File: config.mk
export PLATFORM = sky130hd
export DESIGN_NAME = clm_load_unit
export DESIGN_NICKNAME = d
export VERILOG_FILES = /design/src/core/clm_load_unit.v
export VERILOG_INCLUDE_DIRS = /design/src /design/src/core
export SDC_FILE = /design/constraint.sdc
export NUM_CORES = 1
export LEC_CHECK = 0
export ABC_AREA = 1
export BUFFER_PORTS_ARGS = -buffer_cell sky130_fd_sc_hd__buf_2
export CAP_MARGIN = 20
export CELL_PAD_IN_SITES_DETAIL_PLACEMENT = 2
export CELL_PAD_IN_SITES_GLOBAL_PLACEMENT = 2
export CORE_UTILIZATION = 33
export CTS_BUF_LIST = sky130_fd_sc_hd__clkbuf_2
export CTS_CLUSTER_SIZE = 20
export DETAILED_ROUTE_END_ITERATION = 16
export PLACE_DENSITY_LB_ADDON = 0.3
export REMOVE_ABC_BUFFERS = 1
export SLEW_MARGIN = 15
export SYNTH_ARGS = -nofsm -noshare
export SYNTH_HDL_FRONTEND = slang
export SYNTH_SLANG_ARGS = --single-unit
export TNS_END_PERCENT = 5
File: constraint.sdc
create_clock -name MCLK_IN -period 8.7 [get_ports MCLK_IN]
set_clock_uncertainty 0.2 [all_clocks]
set_input_delay 0.435 -clock MCLK_IN [delete_from_list [all_inputs] [get_ports MCLK_IN]]
set_output_delay 0.435 -clock MCLK_IN [all_outputs]
set_load 0.005 [all_outputs]
File: src/core/clm_load_map.vh
// Constants for the compact load unit: encodings, exception codes, operation kinds
`ifndef CLM_LOAD_MAP_VH
`define CLM_LOAD_MAP_VH

// 32-bit group and minor codes
`define CLM_MAJOR_B 6'h08
`define CLM_MINOR_MULTI 4'h7
`define CLM_MINOR_PAIR 4'h4
// 16-bit short byte load major code, value arbitrary
`define CLM_MAJOR_BYTE16 6'h02

// 32-bit field positions
`define CLM_MAJOR_HI 31
`define CLM_MAJOR_LO 26
`define CLM_LIST_HI 25
`define CLM_LIST_LO 21
`define CLM_BASE_HI 20
`define CLM_BASE_LO 16
`define CLM_MINOR_HI 15
`define CLM_MINOR_LO 12
`define CLM_OFS_HI 11

// Short byte load offset code that means minus one
`define CLM_OFS_NEG_CODE 4'hf
// Highest count code in the register list low bits
`define CLM_LIST_MAX_LO 4'h9

// Doubleword step in bytes
`define CLM_DW_STEP 64'h0000_0000_0000_0008

// Exception codes
`define CLM_EXC_TLB_REFILL 3'h0
`define CLM_EXC_TLB_INVALID 3'h1
`define CLM_EXC_BUS_ERROR 3'h2
`define CLM_EXC_ADDR_ERROR 3'h3
`define CLM_EXC_WATCH 3'h4
`define CLM_EXC_RESERVED 3'h5

// Operation kinds
`define CLM_KIND_BYTE 2'h0
`define CLM_KIND_MULTI 2'h1
`define CLM_KIND_PAIR 2'h2

// Reset values
`define CLM_ZERO64 64'h0000_0000_0000_0000

`endif

File: src/core/clm_load_unit.v
// Decode and load sequencing for the short byte load, doubleword multiple and doubleword pair
`timescale 1ns/10ps
`include "clm_load_map.vh"

// How it works
// [RL1] Offset codes 0..e give 0..14, f gives -1
// [RL2] Byte load zero-extends one byte into target
// [RL3] 3-bit codes map to registers 16,17,2..7
// [RL4] Byte load: no bus error, no reserved
// [RL5] Multiple: group 001000, minor 0111, fields decoded
// [RL6] Multiple address is base plus signed offset
// [RL7] List codes pick 16.., 30, 31; others reserved
// [RL8] Fill left to right, address steps 8
// [RL9] Software keeps base out of the list
// [RL10] Pre-release-6: low three bits nonzero trap
// [RL11] Release-6 may load misaligned in hardware
// [RL12] Multiple exceptions; reserved when 64-bit off
// [RL13] Exception aborts; whole sequence reruns on return
// [RL14] One memory load per listed register
// [RL15] Interrupts held off during every sequence
// [RL16] Pair: group 001000, minor 0100, fields decoded
// [RL17] Pair loads two dwords into rd, rd+1
// [RL18] Pair does two loads, restarts on exception
// [RL19] Reserved list code raises reserved instruction
module clm_load_unit (
   input wire MCLK_IN,
   input wire SYS_RST_IN,
   input wire INSTR_VALID_IN,
   input wire INSTR_IS16_IN,
   input wire [31:0] INSTR_WORD_IN,
   output wire INSTR_READY_OUT,
   input wire CFG_REL6_IN,
   input wire CFG_MISALIGN_OK_IN,
   input wire CFG_EN64_IN,
   output wire [4:0] REGRD_IDX_OUT,
   input wire [63:0] REGRD_DATA_IN,
   output wire MEM_REQ_OUT,
   output wire [63:0] MEM_ADDR_OUT,
   output wire MEM_DWORD_OUT,
   input wire MEM_ACK_IN,
   input wire [63:0] MEM_DATA_IN,
   input wire MEM_EXC_IN,
   input wire [2:0] MEM_EXC_CODE_IN,
   output wire WB_VALID_OUT,
   output wire [4:0] WB_IDX_OUT,
   output wire [63:0] WB_DATA_OUT,
   output wire EXC_VALID_OUT,
   output wire [2:0] EXC_CODE_OUT,
   output wire DONE_OUT,
   output wire IRQ_HOLD_OUT
);

   localparam S_IDLE = 1'b0;
   localparam S_LOAD = 1'b1;

   // Short register code onto the reachable register set
   function [4:0] short_reg;
      input [2:0] code;
      begin
         case (code)
            3'h0: short_reg = 5'h10; // RL3
            3'h1: short_reg = 5'h11;
            3'h2: short_reg = 5'h02;
            3'h3: short_reg = 5'h03;
            3'h4: short_reg = 5'h04;
            3'h5: short_reg = 5'h05;
            3'h6: short_reg = 5'h06;
            3'h7: short_reg = 5'h07;
            default: short_reg = 5'h00;
         endcase
      end
   endfunction

   // Register loaded at position i of a list
   function [4:0] list_reg;
      input [4:0] list;
      input [3:0] i;
      begin
         if (i < list[3:0]) begin
            // Low list part runs 16..23, the ninth slot is register 30
            case (i)
               4'h0: list_reg = 5'h10; // RL7
               4'h1: list_reg = 5'h11;
               4'h2: list_reg = 5'h12;
               4'h3: list_reg = 5'h13;
               4'h4: list_reg = 5'h14;
               4'h5: list_reg = 5'h15;
               4'h6: list_reg = 5'h16;
               4'h7: list_reg = 5'h17;
               default: list_reg = 5'h1e;
            endcase
         end else begin
            list_reg = 5'd31; // RL7
         end
      end
   endfunction

   // Sequence control
   reg state_reg;
   reg state_next;
   reg [1:0] kind_reg;
   reg [1:0] kind_next;
   reg [63:0] addr_reg;
   reg [63:0] addr_next;
   reg [3:0] step_reg;
   reg [3:0] step_next;
   reg [3:0] last_reg;
   reg [3:0] last_next;
   reg [4:0] list_reg_q;
   reg [4:0] list_next;
   reg [4:0] dest_reg;
   reg [4:0] dest_next;
   reg dword_reg;
   reg dword_next;

   // Write-back, exception and completion pulses
   reg wb_valid_reg;
   reg wb_valid_next;
   reg [4:0] wb_idx_reg;
   reg [4:0] wb_idx_next;
   reg [63:0] wb_data_reg;
   reg [63:0] wb_data_next;
   reg exc_valid_reg;
   reg exc_valid_next;
   reg [2:0] exc_code_reg;
   reg [2:0] exc_code_next;
   reg done_reg;
   reg done_next;

   wire [5:0] major32 = INSTR_WORD_IN[`CLM_MAJOR_HI:`CLM_MAJOR_LO];
   wire [3:0] minor32 = INSTR_WORD_IN[`CLM_MINOR_HI:`CLM_MINOR_LO];
   wire [4:0] field_list = INSTR_WORD_IN[`CLM_LIST_HI:`CLM_LIST_LO];
   wire [4:0] field_base = INSTR_WORD_IN[`CLM_BASE_HI:`CLM_BASE_LO];
   wire [11:0] field_ofs = INSTR_WORD_IN[`CLM_OFS_HI:0];
   wire is_multi = !INSTR_IS16_IN && major32 == `CLM_MAJOR_B && minor32 == `CLM_MINOR_MULTI; // RL5
   wire is_pair = !INSTR_IS16_IN && major32 == `CLM_MAJOR_B && minor32 == `CLM_MINOR_PAIR; // RL16
   wire is_byte = INSTR_IS16_IN && INSTR_WORD_IN[15:10] == `CLM_MAJOR_BYTE16;

   // Short byte load fields
   wire [2:0] load_target_field = INSTR_WORD_IN[9:7];
   wire [2:0] short_base = INSTR_WORD_IN[6:4];
   wire [3:0] short_ofs = INSTR_WORD_IN[3:0];
   wire [63:0] short_ofs_ext = (short_ofs == `CLM_OFS_NEG_CODE) ?
      64'hffff_ffff_ffff_ffff : {60'h0, short_ofs}; // RL1
   wire [63:0] long_ofs_ext = {{52{field_ofs[11]}}, field_ofs}; // RL6

   // Base read is combinational; register file answers in the same cycle
   assign REGRD_IDX_OUT = INSTR_IS16_IN ? short_reg(short_base) : field_base;

   wire [63:0] ea_byte = REGRD_DATA_IN + short_ofs_ext; // RL1
   wire [63:0] ea_long = REGRD_DATA_IN + long_ofs_ext; // RL6
   // Release-6 parts without misalignment support still trap
   wire misalign_trap = ea_long[2:0] != 3'h0 && !(CFG_REL6_IN && CFG_MISALIGN_OK_IN); // RL10 RL11

   // Register list table: loads per code, reserved codes flagged
   // A flat table keeps the reserved gaps explicit rather than a range test
   reg list_ok;
   reg [3:0] list_count;
   always @* begin
      list_ok = 1'b1;
      case (field_list)
         5'h01: list_count = 4'h1; // RL7
         5'h02: list_count = 4'h2;
         5'h03: list_count = 4'h3;
         5'h04: list_count = 4'h4;
         5'h05: list_count = 4'h5;
         5'h06: list_count = 4'h6;
         5'h07: list_count = 4'h7;
         5'h08: list_count = 4'h8;
         5'h09: list_count = 4'h9;
         5'h10: list_count = 4'h1;
         5'h11: list_count = 4'h2;
         5'h12: list_count = 4'h3;
         5'h13: list_count = 4'h4;
         5'h14: list_count = 4'h5;
         5'h15: list_count = 4'h6;
         5'h16: list_count = 4'h7;
         5'h17: list_count = 4'h8;
         5'h18: list_count = 4'h9;
         5'h19: list_count = 4'ha;
         default: begin
            list_ok = 1'b0; // RL7 RL19
            list_count = 4'h0;
         end
      endcase
   end

   wire [4:0] cur_dest = (kind_reg == `CLM_KIND_MULTI) ? list_reg(list_reg_q, step_reg) :
      (kind_reg == `CLM_KIND_PAIR) ? dest_reg + {1'b0, step_reg} : dest_reg; // RL8 RL17
   wire [63:0] cur_data = (kind_reg == `CLM_KIND_BYTE) ? {56'h0, MEM_DATA_IN[7:0]} : MEM_DATA_IN; // RL2
   // Byte load faults limited to translation, address and watch kinds
   reg byte_exc_ok;
   always @* begin
      case (MEM_EXC_CODE_IN)
         `CLM_EXC_TLB_REFILL: byte_exc_ok = 1'b1; // RL4
         `CLM_EXC_TLB_INVALID: byte_exc_ok = 1'b1;
         `CLM_EXC_ADDR_ERROR: byte_exc_ok = 1'b1;
         `CLM_EXC_WATCH: byte_exc_ok = 1'b1;
         default: byte_exc_ok = 1'b0;
      endcase
   end
   // Other byte faults, bus error among them, complete as a normal load
   wire exc_taken = MEM_EXC_IN && (kind_reg != `CLM_KIND_BYTE || byte_exc_ok); // RL4

   always @* begin
      state_next = state_reg;
      kind_next = kind_reg;
      addr_next = addr_reg;
      step_next = step_reg;
      last_next = last_reg;
      list_next = list_reg_q;
      dest_next = dest_reg;
      dword_next = dword_reg;
      wb_valid_next = 1'b0;
      wb_idx_next = wb_idx_reg;
      wb_data_next = wb_data_reg;
      exc_valid_next = 1'b0;
      exc_code_next = exc_code_reg;
      done_next = 1'b0;
      case (state_reg)
         S_IDLE: begin
            if (INSTR_VALID_IN) begin
               step_next = 4'h0;
               if (is_byte) begin
                  // No 64-bit or alignment check on the byte load
                  kind_next = `CLM_KIND_BYTE; // RL4
                  addr_next = ea_byte; // RL1
                  dest_next = short_reg(load_target_field); // RL3
                  dword_next = 1'b0;
                  last_next = 4'h0;
                  state_next = S_LOAD;
               end else if (is_multi || is_pair) begin
                  if (!CFG_EN64_IN) begin
                     exc_valid_next = 1'b1; // RL12
                     exc_code_next = `CLM_EXC_RESERVED;
                  end else if (is_multi && !list_ok) begin
                     exc_valid_next = 1'b1; // RL19
                     exc_code_next = `CLM_EXC_RESERVED;
                  end else if (misalign_trap) begin
                     exc_valid_next = 1'b1; // RL10
                     exc_code_next = `CLM_EXC_ADDR_ERROR;
                  end else begin
                     kind_next = is_multi ? `CLM_KIND_MULTI : `CLM_KIND_PAIR;
                     addr_next = ea_long; // RL6 RL17
                     list_next = field_list;
                     dest_next = field_list;
                     dword_next = 1'b1;
                     last_next = is_multi ? list_count - 4'h1 : 4'h1; // RL14 RL18
                     state_next = S_LOAD;
                  end
               end
            end
         end
         S_LOAD: begin
            if (MEM_ACK_IN) begin
               if (exc_taken) begin
                  // Partial writes stay; the rerun overwrites them from the first load
                  exc_valid_next = 1'b1; // RL13 RL18
                  exc_code_next = MEM_EXC_CODE_IN; // RL12
                  state_next = S_IDLE;
               end else begin
                  wb_valid_next = 1'b1; // RL2 RL8
                  wb_idx_next = cur_dest;
                  wb_data_next = cur_data;
                  addr_next = addr_reg + `CLM_DW_STEP; // RL8
                  step_next = step_reg + 4'h1; // RL14
                  if (step_reg == last_reg) begin
                     done_next = 1'b1;
                     state_next = S_IDLE;
                  end
               end
            end
         end
         default: begin
            state_next = S_IDLE;
         end
      endcase
   end

   // Sequence control registers
   always @(posedge MCLK_IN or posedge SYS_RST_IN) begin
      if (SYS_RST_IN) begin
         state_reg <= S_IDLE;
         kind_reg <= `CLM_KIND_BYTE;
         dword_reg <= 1'b0;
         addr_reg <= `CLM_ZERO64;
         step_reg <= 4'h0;
         last_reg <= 4'h0;
         list_reg_q <= 5'h00;
         dest_reg <= 5'h00;
      end else begin
         state_reg <= state_next;
         kind_reg <= kind_next;
         dword_reg <= dword_next;
         addr_reg <= addr_next;
         step_reg <= step_next;
         last_reg <= last_next;
         list_reg_q <= list_next;
         dest_reg <= dest_next;
      end
   end

   // Write-back outputs
   always @(posedge MCLK_IN or posedge SYS_RST_IN) begin
      if (SYS_RST_IN) begin
         wb_valid_reg <= 1'b0;
         wb_idx_reg <= 5'h00;
         wb_data_reg <= `CLM_ZERO64;
      end else begin
         wb_valid_reg <= wb_valid_next;
         wb_idx_reg <= wb_idx_next;
         wb_data_reg <= wb_data_next;
      end
   end

   // Exception and completion pulses
   always @(posedge MCLK_IN or posedge SYS_RST_IN) begin
      if (SYS_RST_IN) begin
         exc_valid_reg <= 1'b0;
         exc_code_reg <= 3'h0;
         done_reg <= 1'b0;
      end else begin
         exc_valid_reg <= exc_valid_next;
         exc_code_reg <= exc_code_next;
         done_reg <= done_next;
      end
   end

   assign INSTR_READY_OUT = state_reg == S_IDLE;
   assign MEM_REQ_OUT = state_reg == S_LOAD; // RL14
   assign MEM_ADDR_OUT = addr_reg;
   assign MEM_DWORD_OUT = dword_reg;
   assign WB_VALID_OUT = wb_valid_reg;
   assign WB_IDX_OUT = wb_idx_reg;
   assign WB_DATA_OUT = wb_data_reg;
   assign EXC_VALID_OUT = exc_valid_reg;
   assign EXC_CODE_OUT = exc_code_reg;
   assign DONE_OUT = done_reg;
   // Holding interrupts keeps the sequence short of a restart on every interrupt
   assign IRQ_HOLD_OUT = state_reg == S_LOAD; // RL15

endmodule // clm_load_unit

==> run_results.csv, run 1 <==
group,metric,value,unit
clocking,clockRootBuffer,"clkbuf_2",
synth,async_flop_share,100,%
die,die_w,253,um
synth,netlist_instances,3779,
synth,yosys_warnings,0,
outcome,status,"aborted with a tool error",
synth,ys.flop_type,"dfrtp_1",
clocking,hold_buffers,201,
clocking,cts_buffers,17,
die,pin_count,320,
outcome,haltStage,"clock tree synthesis",
synth,ys_ff_latch,160,
die,initial_core_util,33.5,%
synth,syn_area,0.0208,mm^2
outcome,firstError,"[ERROR DPL-0033] detailed placement checks failed during check placement.",
clocking,cts_resized,0,
die,rows,91,
synth,syn_avg_cell_area,5.51,um^2
clocking,clockBufferDepth,2,
clocking,cts.sinks,160,
clocking,ctsHtreeMaxLevel,4,
placement,gp_routability_congestion,0.923,
die,die_height,253,um
placement,portBuffers,319,
synth,synth_edf_count,0,
clocking,post-cts-setup-buffer-count,0,
placement,dp_hpwl,88200,um
synth,synth-seq-area-share,19.2,%
placement,placed_area,0.0232,mm^2
synth,ys_types,61,
stage by stage:
stage          cells  setup slack (ns)  util (%)  hold slack, ns
3_5_place_dp    4876              4.60      37.4           0.262
2_1_floorplan   3709              3.75         -           0.265
3_3_place_gp    4876              4.69      37.4           0.249
synthesized netlist by cell type, drive strengths merged, types with 2 or more instances:
master,n,area [um^2]
o21a,6,45.0
nand4,37,268
nand2,1502,5660
a21oi,214,1070
nand3b,17,128
clkbuf,31,116
inv,597,2240
buf,39,244
fa,3,60.1
nor2,392,1550
nor3,57,332
xor2,21,184
nand3,292,1470
ha,134,1680
o21bai,29,218
a31oi,6,37.5
a41oi,2,17.5
o21ai,137,689
or2,15,93.8
o211ai,10,75.1
dfrtp,160,4000
clkinv,2,7.51
a211oi,2,15.0
o22ai,2,18.8
a21boi,19,143
a22oi,3,37.5
o31ai,6,50.1
nor4,14,93.8
xnor2,17,149
and3,3,18.8
kinds of logic after synthesis:
family,Yosys count,synth area share (%)
xor+xnor,38,1.60
flops,160,19.2
fa+ha+maj,137,8.35
simple gates,2333,46.4
buf+inv,669,12.5
mux,1,0.0481
compound gates,441,11.9
==> run 2: changes to the inputs <==
--- a/config.mk
+++ b/config.mk
@@ -9,13 +9,9 @@
 export ABC_AREA = 1
 export BUFFER_PORTS_ARGS = -buffer_cell sky130_fd_sc_hd__buf_2
 export CAP_MARGIN = 20
-export CELL_PAD_IN_SITES_DETAIL_PLACEMENT = 2
-export CELL_PAD_IN_SITES_GLOBAL_PLACEMENT = 2
-export CORE_UTILIZATION = 33
-export CTS_BUF_LIST = sky130_fd_sc_hd__clkbuf_2
-export CTS_CLUSTER_SIZE = 20
+export CORE_UTILIZATION = 20
 export DETAILED_ROUTE_END_ITERATION = 16
-export PLACE_DENSITY_LB_ADDON = 0.3
+export PLACE_DENSITY_LB_ADDON = 0.15
 export REMOVE_ABC_BUFFERS = 1
 export SLEW_MARGIN = 15
 export SYNTH_ARGS = -nofsm -noshare
==> run_results.csv, run 2 <==
group,metric,value,unit
layout,areaGrowthSynthToFinish,20.0,%
die,initial_core_util,20.3,%
die,die_area,0.105,mm^2
synth,synth_commonest_cells,"1493 x nand2_1, 587 x inv_1, 377 x nor2_1",
synth,synth_edf_count,0,
pwr,p_sw_share,42.6,%
drt,drt-initial-drc-count,1563,
timing,post-route-min-period,4.16,ns
drt,drt_pass1_iterations,5,
drt,vias_per_cell,4.38,
pwr,p_switching,1.09,mW
timing,tightest_slew,0.974,ns
global_routing,antenna_found_initial,6,
pwr,seqPwrFrac,31.0,%
clocking,cts_tree,"done",
pwr,p_int,1.47,mW
pwr,p_clk_share,31.6,%
setup_path,cp-start-kind,"primary input",
timing,finalSetupViolCount,0,
global_routing,grt_pass1_wl,148000,um
synth,synthMostInstantiatedCell,"nand2_1",
timing,setup_slack,4.54,ns
placement,dp_hpwl,85000,um
setup_path,r2r_cells,10,
min_path,hp-class,"primary input to flip-flop",
placement,gp_routability_congestion,0.889,
setup_path,worstPathArrival,4.25,ns
clocking,clockRootBuffer,"clkbuf_16",
synth,yosysTopAreaCell,"nand2_1",
outcome,status,"completed",
synth,async_flop_share,100,%
drt,vias,24000,
setup_path,crit_path_max_fanout,84,
synth,synth_top_area_share,26.9,%
synth,synthTopCellsByArea,"nand2_1 27%, dfrtp_1 19%, inv_1 11%, ha_1 8.1%, nand3_1 7.0%",
run,maxCapViolCount,0,
die,die_height,325,um
layout,layout-drive-gt1-share,10.6,%
layout,n_fill_cell,12100,
clocking,clockBufferDepth,2,
timing,min_period_over_period,47.8,%
clocking,hold_buffers,50,
layout,final_cell_mix,"1493 x nand2_1, 585 x inv_1, 376 x nor2_1, 319 x buf_2, 290 x nand3_1",
global_routing,grt_max_degree,85,
die,core_area,0.102,mm^2
die,pin_count,320,
timing,relSlewSlack,35.1,%
drt,drtAntennaViolNets,0,
clocking,cts.clk_slew.worst_paths,0.09,ns
synth,ys_ff_latch,160,
synth,syn_area,0.0208,mm^2
drt,drt-total-wl,101000,um
die,rows,117,
clocking,cts_resized,0,
synth,ys_types,61,
drt,drc,0,
global_routing,track_usage,18.7,%
pwr,leakage,14.4,nW
synth,netlist_instances,3779,
die,die_w,325,um
min_path,whs_path_depth,3,
layout,final_core_util,24.4,%
synth,yosys_warnings,0,
global_routing,grt_pass1_vias,23000,
clocking,post-cts-setup-buffer-count,0,
pwr,p_per_area,102,mW/mm^2
synth,ys.flop_type,"dfrtp_1",
placement,portBuffers,319,
timing,grt_setup_unrepaired,"no",
timing,hold_viol,0,
pwr,irDropWorstVdd,0.111,mV
drt,route.detailed.wl_per_inst,18.3,um
setup_path,required,8.79,ns
clocking,cts.sinks,160,
timing,fin_tns_setup,0,ns
setup_path,endpoint_kind,"flip-flop",
synth,synth-seq-area-share,19.2,%
layout,final_common_cell,"nand2_1",
clocking,clock_latency,0.46,ns
clocking,ctsHtreeMaxLevel,4,
synth,syn_avg_cell_area,5.51,um^2
setup_path,crit_type,"primary input to flip-flop",
layout,nNetsFinal,4418,
pwr,pwr-share-comb,37.5,%
timing,slew_viol_final,0,
timing,max_freq,240,MHz
global_routing,grt.overflow.total,0,
placement,pre_cts_ws,4.00,ns
clocking,cts_buffers,17,
==> run 2: cell counts after synthesis <==
No cell type changed its count.
==> run 2: power groups by stage <==
stage | Combinational, mW | Clock [mW] | Sequential, mW
floorplan | 0.546 | 0 | 0.798
global placement | 0.956 | 0 | 0.808
detailed placement | 0.953 | 0 | 0.809
CTS | 0.976 | 0.834 | 0.794
global route | 1.07 | 0.860 | 0.796
finish | 0.959 | 0.807 | 0.792
==> run 2: worst paths after layout <==
path	from	to	slack [ns]
setup / recovery	INSTR_WORD_IN[11]	MEM_ADDR_OUT[14]	4.54
hold / removal	MEM_DATA_IN[29]	WB_DATA_OUT[29]	0.02
setup reg to reg	IRQ_HOLD_OUT	MEM_ADDR_OUT[26]	5.04
hold reg to reg	WB_DATA_OUT[6]	WB_DATA_OUT[6]	0.27
max in group asynchronous	SYS_RST_IN	IRQ_HOLD_OUT	5.88
min in group asynchronous	SYS_RST_IN	WB_DATA_OUT[35]	0.37
==> run 2: stage by stage <==
step / total power [mW] / instance area, um^2 / hold WS [ns] / instances
after floorplan: 1.34 / 20400 / 0.265 / 3709
after global placement: 1.76 / 23900 / 0.251 / 5408
after detailed placement: 1.76 / 23900 / 0.256 / 5408
after global routing: 2.72 / 25000 / 0.0109 / 5493
after CTS: 2.60 / 25000 / 0.0000164 / 5490
final: 2.56 / 25000 / 0.0174 / 5493
==> run 2: kinds of logic after synthesis <==
kind of cell,share of synthesized area [%]
AO/OA/AOI/OAI,11.9
XOR/XNOR,1.60
adder cells (fa/ha/maj),8.35
buffers and inverters,12.5
flip-flops,19.2
multiplexers,0.0481
AND/OR/NAND/NOR,46.4
==> run 2: metal layers <==
metal  global-route usage (%)  share of wire, %  vias to the layer above
li1                         -                 -                    12600
met1                     24.5                46                    10800
met2                     31.9                47                      553
met3                     2.12               3.9                       93
met4                     5.45               2.9                        0
met5                        0                 0                        -
==> run 2: layout make-up <==
class,instances,area [um^2],area share (%)
Sequential cell,160,4010,16.0
Multi-Input combinational cell,2950,14200,56.9
Clock inverter,15,181,0.727
Clock buffer,17,425,1.70
Timing Repair Buffer,381,2190,8.76
Antenna cell,3,7.51,0.0301
Tap cell,1368,1710,6.85
Inverter,599,2250,9.03
==> run 2: worst max-delay path, stage by stage <==
cell     delay (ns)
buf_2          0.34
buf_4          0.51
nand2_1        0.10
nor2_1         0.14
nand3_2        0.52
inv_2          0.26
nor2_2         0.12
nand2_1        0.20
nand4_4        0.11
buf_4          0.37
inv_2          0.67
o21ai_0        0.19
nand2_1        0.09
o21ai_0        0.07
No activity file was read; power rests on OpenSTA's default activity.
